File: src/core/sysint_pkg.sv
// shared constants and types for the break, low-power and reset-cause block
package sysint_pkg;
  // ----------------------------------------------------------------------
  // register byte addresses
  // ----------------------------------------------------------------------
  localparam logic [15:0] ADR_BRK_STAT  = 16'hFE00; // break_status_reg
  localparam logic [15:0] ADR_RST_CAUSE = 16'hFE01; // reset_cause_reg
  localparam logic [15:0] ADR_BRK_CTRL  = 16'hFE03; // break_flag_control_reg
  // ----------------------------------------------------------------------
  // field positions
  // ----------------------------------------------------------------------
  localparam int BIT_STOP_WAIT = 1; // break_stop_wait_flag
  localparam int BIT_CLR_EN    = 7; // break_flag_clear_enable
  localparam int BIT_POR       = 7; // power-on cause
  localparam int BIT_PIN       = 6; // external pin cause
  localparam int BIT_WDOG      = 5; // watchdog_reset_cause
  localparam int BIT_ILLEGAL_OPCODE_CAUSE      = 4; // illegal_opcode_cause
  localparam int BIT_ILLEGAL_ADDRESS_CAUSE      = 3; // illegal_address_cause
  localparam int BIT_USB       = 2; // usb reset cause
  localparam int BIT_LVI       = 1; // low_voltage_cause
  // ----------------------------------------------------------------------
  // reset values and timing
  // ----------------------------------------------------------------------
  localparam logic [7:0] CAUSE_AT_POR = 8'h80;  // only power-on bit set
  localparam logic [7:0] BYTE_ZERO    = 8'h00;
  localparam int RECOV_LONG_CYC  = 4096; // oscillator_clock cycles
  localparam int RECOV_SHORT_CYC = 32;   // with short_recovery_select
  localparam int CNT_W           = 13;   // wide enough for long recovery
  // ----------------------------------------------------------------------
  // low-power sequencer states
  // ----------------------------------------------------------------------
  typedef enum logic [1:0] {
    ST_RUN,
    ST_WAIT,
    ST_STOP,
    ST_RECOVER
  } mode_e;
endpackage : sysint_pkg

File: src/core/sysint_break_lowpower.sv
// break state, flag protection, wait/stop sequencing and reset cause
`timescale 1ns/10ps
module sysint_break_lowpower
#(
  parameter int RECOV_LONG  = sysint_pkg::RECOV_LONG_CYC,
  parameter int RECOV_SHORT = sysint_pkg::RECOV_SHORT_CYC
)
(
  input  wire logic        CLK_SYS,          // oscillator_clock, 40 MHz
  input  wire logic        ARST_N,           // power-on reset
  input  wire logic [15:0] ADDR,             // register address
  input  wire logic [7:0]  WDATA,            // register write data
  input  wire logic        WR,               // write strobe
  input  wire logic        RD,               // read strobe
  output logic      [7:0]  RDATA,            // read data, cycle after RD
  input  wire logic        BREAK_REQ,        // break module request
  input  wire logic        BREAK_END,        // cpu leaves break state
  input  wire logic        WAIT_EXEC,        // wait instruction pulse
  input  wire logic        STOP_EXEC,        // stop instruction pulse
  input  wire logic        IRQ_PEND,         // enabled module interrupt
  input  wire logic        RST_PIN,          // external pin reset event
  input  wire logic        RST_WDOG,         // watchdog reset event
  input  wire logic        RST_ILLEGAL_OPCODE_CAUSE,         // illegal opcode reset event
  input  wire logic        RST_ILLEGAL_ADDRESS_CAUSE,         // illegal address reset event
  input  wire logic        RST_USB,          // usb reset event
  input  wire logic        RST_LVI,          // low voltage reset event
  input  wire logic        SHORT_RECOVERY,   // short_recovery_select
  input  wire logic        WDOG_DISABLE_OPT, // watchdog_disable_option
  output logic             CPU_CLK_EN,       // cpu clock gate
  output logic             PERIPH_CLK_EN,    // peripheral clock gate
  output logic             CLK_GEN_EN,       // clock_gen_output enable
  output logic             FORCE_SWI_VEC,    // fetch swi vector, pulse
  output logic             BREAK_ACTIVE,     // cpu in break state
  output logic             FLAG_CLEAR_OK,    // peripherals may clear flags
  output logic             CLEAR_IMASK,      // clear cpu I bit, pulse
  output logic             STACK_START,      // begin interrupt stacking
  output logic             WDOG_RUN          // watchdog enabled
);
  import sysint_pkg::*;

  // ----------------------------------------------------------------------
  // state record
  // ----------------------------------------------------------------------
  typedef struct packed {
    mode_e              mode;      // low-power sequencer
    logic               brk;       // break state
    logic               clr_en;    // break_flag_clear_enable
    logic               stop_wait; // break_stop_wait_flag
    logic [7:0]         cause;     // reset_cause_reg image
    logic [CNT_W-1:0]   cnt;       // stop recovery counter
    logic               brk_wake;  // break waiting for recovery end
    logic [7:0]         rdata;
    logic               cpu_clk;
    logic               per_clk;
    logic               cgm;
    logic               software_interrupt;
    logic               imask;
    logic               stack;
    logic               clr_ok;
    logic               wdog;
  } state_s;

  state_s s;       // registered state
  state_s next_s;  // next state

  logic             rst_any;   // any internal or pin reset event
  logic             sw_set;    // stop/wait flag raised this cycle
  logic [7:0]       cause_set; // cause bits raised this cycle
  logic [CNT_W-1:0] recov_end; // last count of recovery
  logic             recov_done;

  // ----------------------------------------------------------------------
  // helper terms
  // ----------------------------------------------------------------------
  // one cause bit per source; the option inputs are read directly since
  // they are static configuration
  always_comb
  begin
    cause_set            = BYTE_ZERO;
    cause_set[BIT_PIN]   = RST_PIN;
    cause_set[BIT_WDOG]  = RST_WDOG;
    cause_set[BIT_ILLEGAL_OPCODE_CAUSE]  = RST_ILLEGAL_OPCODE_CAUSE;
    cause_set[BIT_ILLEGAL_ADDRESS_CAUSE]  = RST_ILLEGAL_ADDRESS_CAUSE;
    cause_set[BIT_USB]   = RST_USB;
    cause_set[BIT_LVI]   = RST_LVI;
    rst_any              = |cause_set;
    // recovery length follows the short option
    recov_end  = SHORT_RECOVERY ? CNT_W'(RECOV_SHORT - 1)
                                : CNT_W'(RECOV_LONG - 1);
    recov_done = (s.cnt == recov_end);
  end

  // ----------------------------------------------------------------------
  // next-state logic
  // ----------------------------------------------------------------------
  always_comb
  begin
    next_s       = s;
    next_s.software_interrupt   = 1'b0;
    next_s.imask = 1'b0;
    next_s.stack = 1'b0;
    next_s.rdata = BYTE_ZERO;
    sw_set       = 1'b0;

    // sequencer
    unique case (s.mode)
      ST_RUN:
      begin
        if (!rst_any && BREAK_REQ && !s.brk)
        begin
          next_s.brk = 1'b1;
          next_s.software_interrupt = 1'b1;
        end
        else if (!rst_any && WAIT_EXEC)
        begin
          next_s.mode  = ST_WAIT;
          next_s.imask = 1'b1;
        end
        else if (!rst_any && STOP_EXEC)
        begin
          next_s.mode  = ST_STOP;
          next_s.imask = 1'b1;
          // the count left by an earlier recovery must not leak into stop
          next_s.cnt   = '0;
        end
      end
      ST_WAIT:
      begin
        // reset beats break, break beats interrupt
        if (rst_any)
          next_s.mode = ST_RUN;
        else if (BREAK_REQ)
        begin
          next_s.mode      = ST_RUN;
          next_s.brk       = 1'b1;
          next_s.software_interrupt       = 1'b1;
          next_s.stop_wait = 1'b1;
          sw_set           = 1'b1;
        end
        else if (IRQ_PEND)
        begin
          next_s.mode  = ST_RUN;
          next_s.stack = 1'b1;
        end
      end
      ST_STOP:
      begin
        next_s.cnt = '0;
        if (rst_any)
          next_s.mode = ST_RUN;
        else if (BREAK_REQ || IRQ_PEND)
        begin
          next_s.mode      = ST_RECOVER;
          next_s.brk_wake  = BREAK_REQ;
          next_s.stop_wait = s.stop_wait | BREAK_REQ;
          sw_set           = BREAK_REQ;
        end
      end
      ST_RECOVER:
      begin
        if (rst_any)
        begin
          next_s.mode     = ST_RUN;
          next_s.brk_wake = 1'b0;
        end
        else if (recov_done)
        begin
          // stacking waits for the full recovery time
          next_s.mode     = ST_RUN;
          next_s.brk_wake = 1'b0;
          next_s.brk      = s.brk_wake;
          next_s.software_interrupt      = s.brk_wake;
          next_s.stack    = !s.brk_wake;
        end
        else
          next_s.cnt = s.cnt + CNT_W'(1);
      end
    endcase

    // leaving break returns normal clearing; cleared flags are not restored
    if (BREAK_END && !next_s.software_interrupt)
      next_s.brk = 1'b0;
    if (rst_any)
      next_s.brk = 1'b0;

    // register writes
    if (WR && ADDR == ADR_BRK_CTRL)
      next_s.clr_en = WDATA[BIT_CLR_EN];
    // writing 0 clears; a break in the same cycle still sets
    if (WR && ADDR == ADR_BRK_STAT && !WDATA[BIT_STOP_WAIT]
        && !sw_set)
      next_s.stop_wait = 1'b0;
    if (rst_any)
      next_s.stop_wait = 1'b0;

    // reset cause: read clears, new events win over the clear
    if (RD && ADDR == ADR_RST_CAUSE)
      next_s.cause = BYTE_ZERO;
    next_s.cause = next_s.cause | cause_set;

    // register reads, one cycle later; unmapped reads as zero
    if (RD)
    begin
      unique case (ADDR)
        ADR_BRK_STAT:  next_s.rdata[BIT_STOP_WAIT] = s.stop_wait;
        ADR_RST_CAUSE: next_s.rdata = s.cause;
        ADR_BRK_CTRL:  next_s.rdata[BIT_CLR_EN] = s.clr_en;
        default:       next_s.rdata = BYTE_ZERO;
      endcase
    end

    // clock gates and permissions follow the next state
    next_s.cpu_clk = (next_s.mode == ST_RUN);
    next_s.per_clk = (next_s.mode != ST_STOP)
                     && (next_s.mode != ST_RECOVER);
    next_s.cgm     = (next_s.mode != ST_STOP);
    // a second step issued in break is refused unless break_flag_clear_enable is set
    next_s.clr_ok  = !next_s.brk || next_s.clr_en;
    next_s.wdog    = !WDOG_DISABLE_OPT;
  end

  // ----------------------------------------------------------------------
  // state register
  // ----------------------------------------------------------------------
  // power-on reset leaves only the power-on cause bit set
  always_ff @(posedge CLK_SYS or negedge ARST_N)
  begin
    if (!ARST_N)
    begin
      s          <= '0;
      s.mode     <= ST_RUN;
      s.cause    <= CAUSE_AT_POR;
      s.cpu_clk  <= 1'b1;
      s.per_clk  <= 1'b1;
      s.cgm      <= 1'b1;
      s.clr_ok   <= 1'b1;
      s.wdog     <= 1'b1;
    end
    else
      s <= next_s;
  end

  // ----------------------------------------------------------------------
  // outputs straight from flip-flops
  // ----------------------------------------------------------------------
  assign RDATA         = s.rdata;
  assign CPU_CLK_EN    = s.cpu_clk;
  assign PERIPH_CLK_EN = s.per_clk;
  assign CLK_GEN_EN    = s.cgm;
  assign FORCE_SWI_VEC = s.software_interrupt;
  assign BREAK_ACTIVE  = s.brk;
  assign FLAG_CLEAR_OK = s.clr_ok;
  assign CLEAR_IMASK   = s.imask;
  assign STACK_START   = s.stack;
  assign WDOG_RUN      = s.wdog;
endmodule : sysint_break_lowpower

File: config.mk
export PLATFORM = sky130hd
export DESIGN_NAME = sysint_break_lowpower
export DESIGN_NICKNAME = d
export VERILOG_FILES = /design/src/core/sysint_pkg.sv /design/src/core/sysint_break_lowpower.sv
export SDC_FILE = /design/constraint.sdc
export NUM_CORES = 1
export LEC_CHECK = 0
export ABC_AREA = 1
export BUFFER_PORTS_ARGS = -buffer_cell sky130_fd_sc_hd__buf_2
export CAP_MARGIN = 20
export CORE_MARGIN = 2
export CORE_UTILIZATION = 25
export DETAILED_ROUTE_END_ITERATION = 10
export PLACE_DENSITY = 0.39
export SLEW_MARGIN = 20
export SYNTH_ARGS = -nofsm -noshare
export SYNTH_HDL_FRONTEND = slang
export SYNTH_SLANG_ARGS = --single-unit
export TNS_END_PERCENT = 1
File: constraint.sdc
create_clock -name CLK_SYS -period 2.1 [get_ports CLK_SYS]
set_input_delay 0.42 -clock CLK_SYS [delete_from_list [all_inputs] [get_ports CLK_SYS]]
set_output_delay 0.42 -clock CLK_SYS [all_outputs]
set_load 0.02 [all_outputs]
==> out/results.tsv <==
metric	value	unit
drive_above_1_share	33.0	%
globalplace.congestion	0.801	
numPlacedInstances	486	
worstPathMaxFanout	12	
clk-insertion-delay-late	300	ps
timing_hold_violations_final	0	
detailroute.via_count	2068	
pwr_density_cell	894	mW/mm^2
worst-setup-path-type	flip-flop to flip-flop	
drt_pre_antenna_iters	4	
global_route.usage.met3	2.51	%
core-area	0.00964	mm^2
io_buffers	50	
fin_util	31.3	%
gr-usage-met1	15.7	%
post_synth_inst_count	304	
fillers	1080	
fmaxAchievable	551	MHz
synth_enable_flop_cells	0	
drcViolationCount	0	
clockRootBuffer	clkbuf_8	
gr-max-usage-layer	met2	
antenna_nets_post_route	0	
die-area	0.0106	mm^2
netlist_top_cells_area	dfrtp_1, nand2_1, dfstp_2	
design.final.nets	406	
place_ws	283	ps
min-delay-path-class	primary input to asynchronous set/reset pin	
yosys.cell_types.count	34	
cts_tree	yes	
final.setup.worst_slack	284	ps
clkSlewWorstSetupHoldPaths	90	ps
finalHoldWorstSlack	38.4	ps
timing.rr.start	s[18]$_DFFE_PN0P_	
p_int	1.75	mW
die_height	103	um
wl_per_cell	11.2	um
io_pins	58	
final-setup-viol-count	0	
cp-end-kind	flip-flop	
starting_density	25.4	%
drt_iter0_drcs	85	
timing.setup.tns	0	ps
postSynthAreaPerCell	8.05	um^2
power.ir.vdd_worst	0.297	mV
numCtsBuffers	5	
cts_repair_resize_count	0	
groute.layer.met2.usage	16.7	%
cts.sinks	41	
finalWorstPathRequiredPeriod	1820	ps
syn_to_final_growth	23.2	%
routed_wl	5530	um
asyncSetResetFlopFracSynth	100	%
grt_pass1_wl	9230	um
fin_crit_sh	86.5	%
cp_common_cell	nand2_2	
critical_path_buf_inv_count	1	
synth_nets	350	
avgViaCountPerCell	4.19	
worstPathRequired	2320	ps
final_common_cell	nand2_1	
regToRegSetupSlack	280	ps
synthFlopType	dfrtp_1	
num_rows	36	
p_sw_share	35.2	%
maxCapViolCount	0	
antenna_cells	0	
net-switching-power	949	uW
critPathMaxStageDelay	400	ps
cts_setup_buffers	0	
rsz0062_at_grt	no	
netlist.top_cell.by_area	dfrtp_1	
antenna_found_initial	0	
htreeDepth	2	
finish.cell_count_without_fillers	494	
synth-seq-cells	41	
r2r_cells	12	
data_arrival_time_of_the_critical_path	2040	ps
layout_common_cells	nand2_1, buf_2, inv_1	
grt_start_max_net_pins	27	
pwr-share-clk	28.5	%
maxSlewViolCount	0	
dp_hpwl	4420	um
register_area_share_after_synthesis	42.2	%
top_cell_type_s_share_of_synthesized_area	35.8	%
cts_hold_buf	0	
result_of_the_run	complete, no violations	
timing.critical_path.max_delay_family	simple AND/OR/NAND/NOR gates	
crit_path_start_kind	flip-flop	
setup.worst_path.start	s[18]$_DFFE_PN0P_	
power.share.combinational	29.7	%
share_seq_of_total_power	41.8	%
bufs_on_longest_clock_path	2	
netlist_area	0.00245	mm^2
timing.critical_path.cells	ha_1, nand2_2, nor2_4, nand2_2, nor2_2, nand3_2, nand2_2, nand2_2, nand2_4, buf_12, nand2_1, o21ai_2	
timing.critical_path.slowest_stage_cell	dfrtp_1	
die_width	103	um
groute.usage.overall	11.1	%
static-leakage-power	1.55	nW
synth-warning-count	0	
timing.critical_path.depth	12	
grt_pass1_vias	1914	
fin_skew	5.61	ps
global_route.overflow_total	0	
-- layer usage --
| metal | share of wire (%) | wire (um) | vias up |
|---|---|---|---|
| met2 | 45 | 2490 | 41 |
| met1 | 50 | 2780 | 942 |
| li1 | - | - | 1075 |
| met3 | 3.2 | 179 | 10 |
| met4 | 1.5 | 83 | 0 |
| met5 | 0 | 0 | - |
-- per-stage QoR --
stage / area (um^2) / power (mW)
after CTS: 3010 / 2.73
after floorplan: 2450 / 1.71
final: 3010 / 2.69
after global routing: 3010 / 2.90
after detailed placement: 2880 / 1.95
after global placement: 2880 / 1.95
-- power groups by stage --
stage	sequential, mW	clock [mW]	combinational [mW]
2_1_floorplan	1.11	0	0.605
3_3_place_gp	1.15	0	0.799
3_5_place_dp	1.14	0	0.805
4_1_cts	1.13	0.792	0.812
5_1_grt	1.15	0.821	0.924
6_report	1.13	0.767	0.801
-- registers in the layout, indices dropped and copies added (netlist names) --
| register | flops |
|---|---|
| s | 25 |
| PERIPH_CLK_EN | 1 |
| CLK_GEN_EN | 1 |
| FLAG_CLEAR_OK | 1 |
| RDATA | 7 |
| FORCE_SWI_VEC | 1 |
| BREAK_ACTIVE | 1 |
| STACK_START | 1 |
| WDOG_RUN | 1 |
| CPU_CLK_EN | 1 |
| CLEAR_IMASK | 1 |
-- cell type report --
cell class | count | area, um^2 | area share, %
clock inverter | 3 | 65.1 | 2.16
timing repair buffer | 61 | 370 | 12.3
tap | 133 | 166 | 5.52
multi-input combinational | 212 | 1160 | 38.6
inverter | 39 | 146 | 4.86
clock buffer | 5 | 68.8 | 2.28
sequential | 41 | 1030 | 34.3
-- synthesized netlist by cell type, types with 2 or more instances --
library cell   n
nand2_1       56
inv_1         39
dfrtp_1       35
nor2_1        34
nand3_1       31
nand2_2       15
o21ai_2       12
buf_4          8
nand4_1        7
o21bai_1       7
or2_2          7
dfstp_2        6
ha_1           5
o21ai_0        5
xor2_1         5
a21oi_1        4
nand3b_1       3
nor2_2         3
nor3_1         3
nand3_2        2
nor2_4         2
nor3_2         2
or2_1          2
-- cell families after synthesis --
family | Yosys count | synth area share (%)
compound gates | 31 | 9.15
other cells | 1 | 0.153
simple gates | 170 | 33.9
buf+inv | 51 | 10.2
flops | 41 | 42.2
fa+ha+maj | 5 | 2.56
xor+xnor | 5 | 1.79
-- worst paths after layout --
check | to
setup reg to reg | s[29]$_DFFE_PN0P_
hold / removal | s[19]$_DFFE_PN0P_
setup / recovery | s[29]$_DFFE_PN0P_
max in group asynchronous | s[37]$_DFFE_PN1P_
hold reg to reg | s[37]$_DFFE_PN1P_
min in group CLK_SYS | WDOG_RUN$_DFF_PN1_
Power figures use the tool's default switching activity.
